`config.mk`:
```
export PLATFORM = sky130hd
export DESIGN_NAME = bpm_merge
export DESIGN_NICKNAME = d
export VERILOG_FILES = /design/src/design/bpm_pkg.sv /design/src/design/bpm_merge.sv
export SDC_FILE = /design/constraint.sdc
export NUM_CORES = 2
export LEC_CHECK = 0
export BUFFER_PORTS_ARGS = -buffer_cell sky130_fd_sc_hd__buf_2
export CORE_MARGIN = 3
export CORE_UTILIZATION = 45
export CTS_BUF_LIST = sky130_fd_sc_hd__clkbuf_4
export CTS_CLUSTER_SIZE = 8
export DETAILED_ROUTE_END_ITERATION = 6
export GPL_ROUTABILITY_DRIVEN = 0
export HOLD_SLACK_MARGIN = 0.05
export RECOVER_POWER = 25
export SYNTH_ARGS = -nofsm -noshare
export SYNTH_HDL_FRONTEND = slang
export SYNTH_SLANG_ARGS = --single-unit
```
`constraint.sdc`:
```
create_clock -name I_MCLK -period 12 [get_ports I_MCLK]
set_input_delay 1.2 -clock I_MCLK [delete_from_list [all_inputs] [get_ports I_MCLK]]
set_output_delay 1.2 -clock I_MCLK [all_outputs]
set_load 0.05 [all_outputs]
```
`src/design/bpm_pkg.sv`:
```
// Package for the beacon window merge logic: constants, types, register map.
// Assumes all offsets are in microseconds inside a 65536 us superframe.
package bpm_pkg;
    // ****************************************
    // Timing and protocol constants
    // ****************************************
    localparam logic [15:0] GUARD_US = 16'h000c;
    localparam logic [15:0] GUARD2_US = 16'h0018;
    localparam logic [15:0] SLOT_US = 16'h0055;
    localparam int RES_SHIFT = 8;
    localparam logic [15:0] RES_ROUND = 16'h00ff;
    localparam logic [7:0] SIG_SLOTS = 8'h02;
    localparam logic [7:0] MAX_LEN = 8'h60;
    localparam logic [3:0] LOST_LIMIT = 4'h3;
    localparam logic [7:0] INIT_CD = 8'h03;
    localparam logic [15:0] HALT_OFF = 16'hffff;
    localparam logic [15:0] LFSR_SEED = 16'hace1;
    // ****************************************
    // Register map and reset values
    // ****************************************
    localparam logic [7:0] ADR_CTRL = 8'h00;
    localparam logic [7:0] ADR_SLOT = 8'h04;
    localparam logic [7:0] ADR_LEN = 8'h08;
    localparam logic [7:0] ADR_STAT = 8'h0c;
    localparam logic [7:0] ADR_SWEL = 8'h10;
    localparam logic [1:0] CTRL_RST = 2'h1;
    localparam logic [7:0] SLOT_RST = 8'h02;
    localparam logic [7:0] LEN_RST = 8'h03;
    // ****************************************
    // Types
    // ****************************************
    typedef enum logic [1:0] {
        ST_IDLE = 2'b00,
        ST_SWITCH = 2'b01,
        ST_MOVE = 2'b11,
        ST_SETTLE = 2'b10
    } bpm_st_e;
    typedef struct packed {
        logic [7:0] cd;
        logic [15:0] off;
        logic [7:0] slot;
    } bpm_sw_s;
    typedef struct packed {
        logic vld;
        logic hdr_ok;
        logic fcs_ok;
        logic sig;
        logic [15:0] start;
        logic [7:0] len;
        logic [7:0] hi;
        logic sw_pres;
        bpm_sw_s sw;
    } bpm_rx_s;
    typedef struct packed {
        logic en;
        logic [7:0] start;
        logic [7:0] cnt;
    } bpm_resv_s;
    typedef struct packed {
        logic cyc;
        logic stb;
        logic we;
        logic [7:0] adr;
        logic [3:0] sel;
        logic [31:0] dat;
    } bpm_wbi_s;
    typedef struct packed {
        logic ack;
        logic [31:0] dat;
    } bpm_wbo_s;
endpackage

```
`src/design/bpm_merge.sv`:
```
// Beacon window merge logic: foreign window detection, relocation and switch element.
// Assumes a receiver that reports each beacon once and a superframe end pulse.
//
// Notes on behaviour
// - Foreign beacon needs good header and frame checks, misaligned start, not signaling.
// - Starts closer than twice the guard interval count as aligned.
// - Overlap when own start inside foreign window or foreign start inside own.
// - Missing foreign beacon reuses last contents for up to the lost limit.
// - Own start inside foreign window while idle: adopt its start, shift slot or join normally.
// - After such a move, delay signaling beacon by a random count of superframes.
// - Non-overlapping foreign window gets a reservation covering its largest length plus one.
// - Relocate to non-overlapping window promptly, but not in a superframe where its beacon carries a switch element.
// - With a reservation, listen through reserved slots; keep own slot steady.
// - First foreign beacon while idle builds a fresh switch element.
// - Foreign gap well beyond own offset recomputes the whole element.
// - Gap near own offset refreshes offset, raises slot offset, restarts or decrements.
// - Neighbour element heard without own: copy countdown, offset, larger slot offset.
// - Neighbour offset much larger: adopt neighbour element.
// - Offsets agree and neighbour slot offset larger: adopt neighbour element.
// - Offsets agree, no target beacons, smaller neighbour countdown: copy offset, decrement.
// - Otherwise keep offsets and decrement countdown each superframe.
// - Keep sending element until done or halted; halt on earlier move or neighbour halt.
// - Halt element carries offset 65535, slot offset zero, initial countdown.
// - Countdown zero at superframe end: shift start, drop element and reservation.
// - New slot is prior plus slot offset, normal join if at or past maximum.
// - Foreign element with slot offset extends own window length, capped at maximum.
// - Normal join takes a slot after highest occupied one, within maximum length.
`timescale 1ns/1ns
module bpm_merge (
    input wire logic I_MCLK,
    input wire logic I_ARST_N,
    input wire logic I_CE,
    input wire bpm_pkg::bpm_wbi_s I_WB,
    output bpm_pkg::bpm_wbo_s O_WB,
    input wire bpm_pkg::bpm_rx_s I_RX,
    input wire logic I_SF_END,
    output bpm_pkg::bpm_sw_s O_SW,
    output logic O_SW_INCL,
    output bpm_pkg::bpm_resv_s O_RESV,
    output logic O_LISTEN_RESV,
    output logic O_MOVE,
    output logic [15:0] O_MOVE_OFF,
    output logic [7:0] O_SLOT,
    output logic O_JOIN_NORMAL,
    output logic O_SIG_HOLD,
    output logic [7:0] O_WIN_LEN
);
    import bpm_pkg::*;

    // ****************************************
    // Helpers
    // ****************************************
    // Offsets wrap at the superframe, so nearness is checked both ways.
    function automatic logic near(input logic [15:0] a, input logic [15:0] b);
        logic [15:0] df;
        df = a - b;
        near = (df < GUARD2_US) || ((16'h0000 - df) < GUARD2_US);
    endfunction

    function automatic logic [15:0] len_us(input logic [7:0] n);
        len_us = {8'h00, n} * SLOT_US;
    endfunction

    // A shift below the signaling slots means nothing to gain, so zero is used.
    function automatic logic [7:0] cslot(input logic [7:0] hi, input logic norm);
        cslot = (norm || hi < SIG_SLOTS) ? 8'h00 : hi + 8'h01 - SIG_SLOTS;
    endfunction

    function automatic logic [7:0] max8(input logic [7:0] a, input logic [7:0] b);
        max8 = (a > b) ? a : b;
    endfunction

    // Compared before the increment so a top slot number cannot wrap to zero.
    function automatic logic [7:0] jslot(input logic [7:0] hi);
        jslot = (hi < MAX_LEN - 8'h01) ? hi + 8'h01 : MAX_LEN - 8'h01;
    endfunction

    // ****************************************
    // Reset release and state
    // ****************************************
    typedef struct packed {
        bpm_wbo_s wb;
        logic [1:0] ctrl;
        logic [7:0] slot;
        logic [7:0] base_len;
        logic [7:0] win_len;
        bpm_st_e st;
        bpm_sw_s sw;
        logic incl;
        logic halted;
        logic al_seen;
        logic al_sw;
        logic al_early;
        logic al_tgt;
        logic [15:0] al_off;
        logic [7:0] al_hi;
        logic [7:0] al_len;
        logic ov_seen;
        logic [15:0] ov_off;
        logic [7:0] ov_hi;
        logic nb_seen;
        logic nb_halt;
        bpm_sw_s nb;
        logic [7:0] ext_len;
        logic lst_vld;
        logic [3:0] age;
        logic [15:0] lst_off;
        logic [7:0] lst_hi;
        logic [7:0] lst_len;
        bpm_resv_s resv;
        logic move;
        logic join_n;
        logic [15:0] move_off;
        logic [7:0] sig_wait;
        logic sig_hold;
        logic [15:0] lfsr;
    } bpm_state_s;

    logic [1:0] rst_sync_q;
    logic rst_n;
    bpm_state_s q;
    bpm_state_s d;

    // Two stages release the asynchronous reset in step with the clock.
    always_ff @(posedge I_MCLK or negedge I_ARST_N) begin
        if (!I_ARST_N) begin
            rst_sync_q <= 2'b00;
        end else begin
            rst_sync_q <= {rst_sync_q[0], 1'b1};
        end
    end
    assign rst_n = rst_sync_q[1];

    // ****************************************
    // Beacon decode
    // ****************************************
    logic rx_ok;
    logic alien;
    logic own_in;
    logic al_in;
    logic use_lst;
    logic e_seen;
    logic [15:0] e_off;
    logic [7:0] e_hi;
    logic [7:0] e_len;
    logic [7:0] cs;
    logic [8:0] ns5;
    logic [8:0] ns21;
    logic [8:0] ext_sum;

    // Signaling slot copies and damaged frames never count as foreign.
    assign rx_ok = q.ctrl[0] && I_RX.vld && I_RX.hdr_ok && I_RX.fcs_ok && !I_RX.sig;
    assign alien = rx_ok && !near(I_RX.start, 16'h0000);
    // The 17-bit sum passing the superframe means the window covers own start.
    assign own_in = ({1'b0, I_RX.start} + {1'b0, len_us(I_RX.len)}) > 17'h10000;
    assign al_in = I_RX.start < len_us(q.win_len);
    // A foreign window heard before stands in for a missed beacon.
    assign use_lst = !q.al_seen && q.lst_vld && (q.age < LOST_LIMIT);
    assign e_seen = q.al_seen || use_lst;
    assign e_off = q.al_seen ? q.al_off : q.lst_off;
    assign e_hi = q.al_seen ? q.al_hi : q.lst_hi;
    assign e_len = q.al_seen ? q.al_len : q.lst_len;
    assign cs = cslot(e_hi, q.ctrl[1]);
    assign ns5 = {1'b0, q.slot} + 9'h001 + {1'b0, q.ov_hi} - {1'b0, SIG_SLOTS};
    assign ns21 = {1'b0, q.slot} + {1'b0, q.sw.slot};
    // Nine bits so a large slot offset plus length saturates instead of wrapping.
    assign ext_sum = {1'b0, I_RX.sw.slot} + {1'b0, I_RX.len};

    // ****************************************
    // Next state
    // ****************************************
    // Bus, beacon gathering and the superframe step all write one copy.
    always_comb begin
        d = q;
        d.move = 1'b0;
        d.join_n = 1'b0;
        d.lfsr = {q.lfsr[14:0], q.lfsr[15] ^ q.lfsr[13] ^ q.lfsr[12] ^ q.lfsr[10]};
        // Single-cycle answer; an unmapped address reads zero and ignores writes.
        d.wb.ack = 1'b0;
        if (I_WB.cyc && I_WB.stb && !q.wb.ack) begin
            d.wb.ack = 1'b1;
            d.wb.dat = 32'h0000_0000;
            case ({I_WB.adr[7:2], 2'b00})
                ADR_CTRL: begin
                    d.wb.dat = {30'h0, q.ctrl};
                    if (I_WB.we && I_WB.sel[0]) begin
                        d.ctrl = I_WB.dat[1:0];
                    end
                end
                ADR_SLOT: begin
                    d.wb.dat = {24'h0, q.slot};
                    if (I_WB.we && I_WB.sel[0]) begin
                        d.slot = I_WB.dat[7:0];
                    end
                end
                ADR_LEN: begin
                    d.wb.dat = {24'h0, q.base_len};
                    if (I_WB.we && I_WB.sel[0]) begin
                        d.base_len = I_WB.dat[7:0];
                    end
                end
                ADR_STAT: begin
                    d.wb.dat = {16'h0, q.win_len, 2'h0, q.st, q.sig_wait != 8'h00,
                                q.resv.en, q.halted, q.incl};
                end
                ADR_SWEL: begin
                    d.wb.dat = {q.sw.off, q.sw.slot, q.sw.cd};
                end
                default: begin
                    d.wb.dat = 32'h0000_0000;
                end
            endcase
        end

        // Foreign beacons covering own start trigger a move when idle; those starting past own window feed the merge.
        if (alien && own_in) begin
            d.ov_seen = 1'b1;
            d.ov_off = I_RX.start;
            d.ov_hi = max8(q.ov_hi, I_RX.hi);
        end else if (alien && !al_in) begin
            d.al_seen = 1'b1;
            if (!q.al_seen || I_RX.start > q.al_off) begin
                d.al_off = I_RX.start;
            end
            d.al_hi = max8(q.al_hi, I_RX.hi);
            d.al_len = max8(q.al_len, I_RX.len);
            if (I_RX.sw_pres) begin
                d.al_sw = 1'b1;
            end
            if (near(I_RX.start, q.sw.off)) begin
                d.al_tgt = 1'b1;
            end
            if (q.incl && I_RX.sw_pres && I_RX.sw.cd < q.sw.cd) begin
                d.al_early = 1'b1;
            end
            if (I_RX.sw_pres && I_RX.sw.slot != 8'h00) begin
                d.ext_len = max8(q.ext_len, ext_sum[8] ? MAX_LEN : ext_sum[7:0]);
            end
        end
        // Aligned beacons with an element come from neighbours.
        if (rx_ok && !alien && I_RX.sw_pres) begin
            d.nb_seen = 1'b1;
            if (I_RX.sw.off == HALT_OFF) begin
                d.nb_halt = 1'b1;
            end else if (!q.nb_seen || I_RX.sw.off > q.nb.off) begin
                d.nb = I_RX.sw;
            end
        end

        // ****************************************
        // Superframe step
        // ****************************************
        // A beacon in the step cycle is discarded: the receiver cannot report then.
        if (I_SF_END && q.ctrl[0]) begin
            if (q.sig_wait != 8'h00) begin
                d.sig_wait = q.sig_wait - 8'h01;
            end
            case (q.st)
                ST_IDLE: begin
                    if (q.ov_seen) begin
                        d.move = 1'b1;
                        d.move_off = q.ov_off;
                        if (q.ctrl[1] || ns5 >= {1'b0, MAX_LEN}) begin
                            d.join_n = 1'b1;
                            d.slot = jslot(q.ov_hi);
                        end else begin
                            d.slot = ns5[7:0];
                        end
                        d.sig_wait = 8'(q.lfsr % ({8'h00, q.win_len} + 16'h0001));
                    end else if (e_seen && !q.al_sw) begin
                        d.sw = '{cd: INIT_CD, off: e_off, slot: cs};
                        d.incl = 1'b1;
                        d.st = ST_SWITCH;
                    end else if (q.nb_seen && !q.nb_halt) begin
                        d.sw.cd = q.nb.cd;
                        d.sw.off = q.nb.off;
                        d.sw.slot = q.ctrl[1] ? 8'h00 : max8(cs, q.nb.slot);
                        d.incl = 1'b1;
                        d.st = ST_SWITCH;
                    end
                end
                ST_SWITCH: begin
                    if (q.halted) begin
                        // The halt element went out once; normal rules resume.
                        d.halted = 1'b0;
                        d.incl = 1'b0;
                        d.st = ST_IDLE;
                    end else if (q.sw.cd == 8'h00) begin
                        d.move = 1'b1;
                        d.move_off = q.sw.off;
                        d.incl = 1'b0;
                        d.st = ST_MOVE;
                        if (q.sw.slot != 8'h00 && ns21 < {1'b0, MAX_LEN}) begin
                            d.slot = ns21[7:0];
                        end else begin
                            d.join_n = 1'b1;
                            d.slot = jslot(e_hi);
                        end
                    end else if (q.al_early || q.nb_halt) begin
                        d.sw = '{cd: INIT_CD, off: HALT_OFF, slot: 8'h00};
                        d.halted = 1'b1;
                    end else if (e_seen && (e_off > q.sw.off + GUARD2_US)) begin
                        d.sw = '{cd: INIT_CD, off: e_off, slot: cs};
                    end else if (e_seen && near(e_off, q.sw.off)) begin
                        d.sw.off = e_off;
                        if (cs > q.sw.slot) begin
                            d.sw.slot = cs;
                            d.sw.cd = INIT_CD;
                        end else begin
                            d.sw.cd = q.sw.cd - 8'h01;
                        end
                    end else if (q.nb_seen && (q.nb.off > q.sw.off + GUARD2_US)) begin
                        d.sw.cd = q.nb.cd;
                        d.sw.off = q.nb.off;
                        d.sw.slot = q.ctrl[1] ? 8'h00 : max8(cs, q.nb.slot);
                    end else if (q.nb_seen && near(q.nb.off, q.sw.off)
                                 && q.nb.slot > q.sw.slot) begin
                        d.sw.cd = q.nb.cd;
                        d.sw.off = q.nb.off;
                        d.sw.slot = q.ctrl[1] ? 8'h00 : max8(cs, q.nb.slot);
                    end else if (q.nb_seen && near(q.nb.off, q.sw.off) && !q.al_tgt
                                 && q.nb.cd < q.sw.cd) begin
                        d.sw.off = q.nb.off;
                        d.sw.cd = q.sw.cd - 8'h01;
                    end else begin
                        d.sw.cd = q.sw.cd - 8'h01;
                    end
                end
                ST_MOVE: begin
                    // Two superframes of grace, in move then settle, before beaconing in the new window.
                    d.st = ST_SETTLE;
                end
                ST_SETTLE: begin
                    d.st = ST_IDLE;
                end
                default: begin
                    d.st = ST_IDLE;
                end
            endcase
            // Reservation tracks the largest foreign length until the move.
            d.resv.en = e_seen && (d.st == ST_IDLE || d.st == ST_SWITCH) && !d.move;
            d.resv.start = e_off[15:RES_SHIFT];
            d.resv.cnt = 8'((len_us(e_len) + RES_ROUND) >> RES_SHIFT) + 8'h01;
            if (max8(q.base_len, q.ext_len) > MAX_LEN) begin
                d.win_len = MAX_LEN;
            end else begin
                d.win_len = max8(q.base_len, q.ext_len);
            end
            if (q.al_seen) begin
                d.lst_vld = 1'b1;
                d.age = 4'h0;
                d.lst_off = q.al_off;
                d.lst_hi = q.al_hi;
                d.lst_len = q.al_len;
            end else if (q.lst_vld) begin
                d.age = q.age + 4'h1;
                d.lst_vld = (q.age + 4'h1) < LOST_LIMIT;
            end
            d.al_seen = 1'b0;
            d.al_sw = 1'b0;
            d.al_early = 1'b0;
            d.al_tgt = 1'b0;
            d.al_hi = 8'h00;
            d.al_len = 8'h00;
            d.ov_seen = 1'b0;
            d.ov_hi = 8'h00;
            d.nb_seen = 1'b0;
            d.nb_halt = 1'b0;
            d.ext_len = 8'h00;
        end
        // The hold flag is registered so the output comes from a flip-flop.
        d.sig_hold = (d.sig_wait != 8'h00);
    end

    // All state except the reset synchronizer freezes while the clock enable is low.
    always_ff @(posedge I_MCLK or negedge rst_n) begin
        if (!rst_n) begin
            q <= '0;
            q.ctrl <= CTRL_RST;
            q.slot <= SLOT_RST;
            q.base_len <= LEN_RST;
            q.win_len <= LEN_RST;
            q.lfsr <= LFSR_SEED;
        end else if (I_CE) begin
            q <= d;
        end
    end

    // ****************************************
    // Outputs
    // ****************************************
    assign O_WB = q.wb;
    assign O_SW = q.sw;
    assign O_SW_INCL = q.incl;
    assign O_RESV = q.resv;
    assign O_LISTEN_RESV = q.resv.en;
    assign O_MOVE = q.move;
    assign O_MOVE_OFF = q.move_off;
    assign O_SLOT = q.slot;
    assign O_JOIN_NORMAL = q.join_n;
    assign O_SIG_HOLD = q.sig_hold;
    assign O_WIN_LEN = q.win_len;
endmodule // bpm_merge

```
=== Word level (Yosys, flattened, before mapping) ===
Cells that the tools add are included.

* Register bits: 297
* Bits of input ports: 120
* Output and inout port bits: 119
* Logic and storage cells: 312

* $add $sub $neg: 23
* $mul: 3
* Divide/modulo/power cells: 1
* $lt $le $gt $ge: 32
* Eq/ne operators: 26
* Mux-type cells: 83
* Bitwise gates (word level): 5
* Reductions and logical operators: 96

{| class="wikitable"
|+ Operators by type and width
! kind !! count
|-
| 2-to-1 mux 32 bit || 9
|-
| 2-to-1 mux 8 bit || 32
|-
| one-hot mux 32 bit (5 select lines) || 1
|-
| < comparator 16 x 5 -> 1 bit (second input constant) || 8
|-
| 2-to-1 mux 35 bit || 3
|-
| 2-to-1 mux 88 bit || 1
|-
| 2-to-1 mux 36 bit || 2
|-
| one-hot mux 33 bit (2 select lines) || 1
|-
| > comparator 16 bit || 4
|-
| > comparator 8 bit || 8
|-
| subtractor 1 x 16 -> 16 bit (first input constant) || 4
|-
| 2-to-1 mux 18 bit || 3
|-
| 2-to-1 mux 51 bit || 1
|-
| 2-to-1 mux 16 bit || 3
|-
| subtractor 16 bit || 3
|-
| multiplier 8 x 7 -> 15 bit (second input constant) || 3
|-
| one-hot mux 18 bit (2 select lines) || 1
|-
| AND reduction 4 bit || 9
|-
| 2-to-1 mux 34 bit || 1
|-
| nonzero test 8 bit || 4
|-
| logical AND 1 bit || 30
|-
| 2-to-1 mux 26 bit || 1
|-
| 2-to-1 mux 25 bit || 1
|-
| adder 8 x 1 -> 8 bit (second input constant) || 3
|-
| 57 further kinds || 133
|}

=== Longest topological paths before layout ===
* Depth after elaboration: 18
* Gate-level depth with buffers: 168
* Gate-level depth less buffers: 157

=== Least setup slack after synthesis ===
Ideal clock, no wire load.

* Kind: register to register
* Start: reg q, in the netlist O_WIN_LEN[0]
* End: reg q, in the netlist O_SIG_HOLD
* Setup time: 0.142 ns
* Data arrival time: 32.125 ns
* Data required time: 11.858 ns
* Path slack: -20.267 ns
* Cell stages (with the launch flop): 160
* Buffers on the path: 11
* Clock period less this slack: 32.267 ns
* Cell sequence: dfstp_2 > ha_1 > clkbuf_1 > and4_1 > or4_4 > a22oi_1 > nand4_1 > and2_1 > ha_1 > or3_1 > nand3_1 > and4b_1 > a21o_1 > ha_1 > o21ai_0 > a222oi_1 > buf_4 > nand2b_1 > [124 not listed] > o21ai_0 > ha_1 > a21o_1 > a21oi_1 > o21bai_1 > a21oi_1 > o21ai_0 > a21oi_1 > nor2b_1 > o21ai_0 > nand2b_1 > a221o_1 > or2_4 > a21o_1 > mux2i_1 > o2111ai_1 > o32ai_1 > a41oi_1

* Cells in the longest elaborated chain, start to end: 6

{| class="wikitable"
|+ RTL lines
! element !! RTL line !! source
|-
| from (decl) || bpm_merge.sv:121 || <nowiki>bpm_state_s q;</nowiki>
|-
| adder 8 x 1 -> 9 bit || bpm_merge.sv:269 || <nowiki>d.sig_wait = 8'(q.lfsr % ({8'h00, q.win_len} + 16'h0001));</nowiki>
|-
| remainder unit 16 x 16 -> 16 bit || bpm_merge.sv:269 ||
|-
| 2-to-1 mux 26 bit || bpm_merge.sv:260 || <nowiki>if (q.ov_seen) begin</nowiki>
|-
| 2-to-1 mux 8 bit || bpm_merge.sv:258 || <nowiki>case (q.st)</nowiki>
|-
| 2-to-1 mux 88 bit || bpm_merge.sv:254 || <nowiki>if (I_SF_END && q.ctrl[0]) begin</nowiki>
|-
| nonzero test 8 bit || bpm_merge.sv:372 || <nowiki>d.sig_hold = (d.sig_wait != 8'h00);</nowiki>
|}

No other way between the ends. The select of a mux whose other input is x is not followed.
A chain may end at the register's enable or synchronous reset.

=== Worst setup path after layout ===
* Start: reg q, in the netlist O_WIN_LEN[6]
* End: reg q, in the netlist O_SIG_HOLD

The elaborated chain is that of the path after synthesis.

==> results.py <==
metrics = {
    "worst_hold_path": {
        "min_path_type": "in -> async",
    },
    "logic_synthesis": {
        "yosysWarnings": 0,
        "synth_top_flop_cell": "dfrtp_1",
        "synth_edf_count": 0,
        "ys_ff_latch": 297,
        "synth_top_cell_by_area": "dfrtp_1",
        "yosysTopAreaCellShare": 0.223,
        "synth_commonest_cells": "463 x ha_1, 328 x inv_1, 285 x nand2_1",
        "syn_area_um2": 31700,
        "synthCells": 3723,
        "syn_area_per_cell_um2": 8.51,
        "synth_nets": 4353,
        "ys_async_sr_fraction": 1.00,
        "synth.yosys.seq_area_share": 0.235,
        "synthDistinctLibCells": 101,
        "netlist_top_cells_area": "dfrtp_1 22%, ha_1 18%, mux2_2 4.6%, o21ai_0 4.1%, inv_1 3.9%",
        "yosysMostFrequentCell": "ha_1",
    },
    "timing": {
        "slew_violations": 238,
        "timing.hold.ws_ns": 0.171,
        "max_slew.worst_pin.slew_ns": 4.13,
        "fin_crit_sh": 2.42,
        "slew-limit-headroom": -1.75,
        "fmax_mhz": 34.4,
        "setup-violations-final": 9,
        "worst_slack_ns": -17.03,
        "worst_clock_skew_ns": 0.106,
        "layout_min_cycle_time_ns": 29.03,
        "hold_viol_final": 0,
        "rsz0062_at_grt": "true",
    },
    "global_route": {
        "grt-ovfl-total": 0,
        "grt_pass1_wl_um": 164000,
        "grt_pass1_vias": 29900,
        "antenna_found_initial": 10,
        "grt_max_degree": 76,
        "grt_use_total": 0.277,
    },
    "detailed_routing": {
        "vias": 30400,
        "drc_errors": 0,
        "vias_per_cell": 5.58,
        "routed_wl_um": 105000,
        "first_iter_violations": 1869,
        "ant_nets": 0,
        "firstDrtPassIters": 6,
        "wl_per_cell_um": 19.2,
    },
    "die": {
        "fp.coreArea_um2": 69200,
        "die_height_um": 271,
        "ios": 239,
        "die_w_um": 271,
        "core.rowCount": 96,
        "initial_utilization": 0.458,
        "die_area_um2": 73700,
    },
    "status": {
        "status": "finished, violations left",
        "violations": "max-capacitance violations, max-slew violations, negative setup slack",
    },
    "critical_path": {
        "endpoint": "O_SIG_HOLD",
        "critPathSlowestCell": "or4b_4",
        "required_ns": 12.72,
        "r2r_slack_ns": -17.03,
        "max_stage_delay_ns": 0.52,
        "crit_start": "O_WIN_LEN[6]",
        "reg2reg_depth": 149,
        "r2r-end": "O_SIG_HOLD",
        "cp_max_fo": 6,
        "cp.arrival_ns": 29.75,
        "start_kind": "flip-flop",
        "worstSetupPathType": "reg -> reg",
        "cp-end-kind": "flip-flop",
        "rr_startpoint": "O_WIN_LEN[6]",
    },
    "layout": {
        "fin_nets": 5090,
        "area_growth_pct": 25.7,
        "post-route-util": 0.576,
        "final_area_um2": 39900,
        "layout-drive-gt1-share": 0.303,
    },
    "clocking": {
        "cts_made_buffers": 86,
        "cts_sinks": 297,
        "cts_buffer_depth": 3,
        "cts_root_buf": "clkbuf_4",
        "path_clk_slew_ns": 0.06,
        "h-tree-depth": 3,
        "cts_tree": "yes",
        "clock_latency_ns": 0.90,
    },
    "placed_design": {
        "io_buffers": 209,
        "placed_area_um2": 36800,
        "dpl.hpwl_um": 79500,
    },
    "job": {
        "cap_violations": 4,
    },
}
## logic make-up after synthesis
family / Yosys count / share of synthesized area
XOR/XNOR: 158 / 0.0437
flip-flops: 297 / 0.235
AO/OA/AOI/OAI: 1014 / 0.212
buffers and inverters: 561 / 0.0809
adder cells (fa/ha/maj): 511 / 0.213
AND/OR/NAND/NOR: 1006 / 0.156
other: 1 / 0.000118
multiplexers: 175 / 0.0605
## worst min path at each step
| stage | from | to | slack (ns) | cells after the start |
|---|---|---|---|---|
| 4_1_cts | I_ARST_N | rst_sync_q[1] | 0.1 | 1 |
| 2_1_floorplan | rst_sync_q[0] | rst_sync_q[1] | 0.33 | 0 |
| 3_5_place_dp | rst_sync_q[1] | O_RESV[8] | 0.27 | 0 |
| 6_report | I_ARST_N | rst_sync_q[0] | 0.17 | 1 |
| 3_3_place_gp | rst_sync_q[1] | q[85] | 0.27 | 0 |
| 5_1_grt | I_ARST_N | rst_sync_q[0] | 0.12 | 1 |
## worst max-delay path, delay by kind of cell, from the launching register on
family | cells | cell delay [ns]
compound gates | 69 | 12.32
xor+xnor | 1 | 0.20
fa+ha+maj | 14 | 3.56
buf+inv | 21 | 2.77
flops | 1 | 0.37
mux | 7 | 2.20
simple gates | 37 | 7.48
## per-layer routing
| layer | vias to the layer above | wire length, um | global-route usage |
|---|---|---|---|
| met2 | 901 | 49200 | 0.466 |
| li1 | 14800 | - | - |
| met5 | - | 29 | 0 |
| met4 | 6 | 4050 | 0.106 |
| met3 | 259 | 5920 | 0.0375 |
| met1 | 14500 | 45500 | 0.360 |
## sequential cells by signal (all words and copies together) (netlist names)
register	cells
O_SW	32
q	162
O_WIN_LEN	8
O_MOVE_OFF	16
O_MOVE	1
d	15
O_LISTEN_RESV	1
O_SLOT	8
O_SW_INCL	1
O_WB	33
O_SIG_HOLD	1
O_RESV	16
O_JOIN_NORMAL	1
rst_sync_q	2
## what timing repair did
item / 4_1_cts / 5_1_grt
resized for setup: 67 / 52
cloned: 1 / 0
setup endpoints to repair: 9 / 9
hold buffers: 0 / 0
buffers inserted: 154 / 35
pin swaps: 49 / 61
## per-stage QoR
stage                     setup TNS [ns]  worst slack [ns]  std cells
after detailed placement         -149.45            -16.90       5114
after global routing             -162.83            -18.33       5456
after global placement           -143.60            -16.21       5114
after floorplan                  -149.73            -17.00       3723
final                            -151.28            -17.03       5456
after CTS                        -145.41            -16.35       5416
## cell usage in the layout, fill, tap and decap left out, types with 15 or more instances in the layout
master	netlist	final
a211oi_1	51	46
nor4_1	24	24
o21ai_1	7	15
ha_1	463	438
or3_1	19	16
nor2_1	241	226
inv_1	328	326
o21ai_0	260	239
o31ai_1	34	29
and3_1	20	19
o21bai_1	27	26
nand3_1	65	55
ha_4	0	23
nand4_1	51	51
a21o_1	80	79
a21boi_0	27	23
buf_2	6	207
clkbuf_4	0	125
buf_4	116	656
nor2b_1	54	54
a21oi_2	1	19
nand2b_1	65	65
xnor2_1	108	106
nor3_1	89	86
o22ai_1	19	17
xor2_1	50	49
o21a_1	72	72
and2_1	23	15
mux2_2	130	124
fa_1	47	46
a31oi_1	24	21
nand2_1	285	272
o211ai_1	17	17
a22o_1	37	37
a22oi_1	46	44
mux2i_1	44	37
dfrtp_1	283	282
a21oi_1	192	171
## final cells by class
| class | count | area, um^2 |
|---|---|---|
| fill | 6314 | 29300 |
| inverter | 328 | 1230 |
| sequential | 297 | 7450 |
| timing repair buffer | 881 | 6140 |
| tap | 931 | 1160 |
| clock inverter | 23 | 160 |
| clock buffer | 125 | 938 |
| multi-input combinational | 2866 | 22800 |
| antenna | 5 | 12.5 |
Power is left out: the tool's default activity adds up to more than one toggle a clock period on the data nets, which glitch-free logic cannot reach.
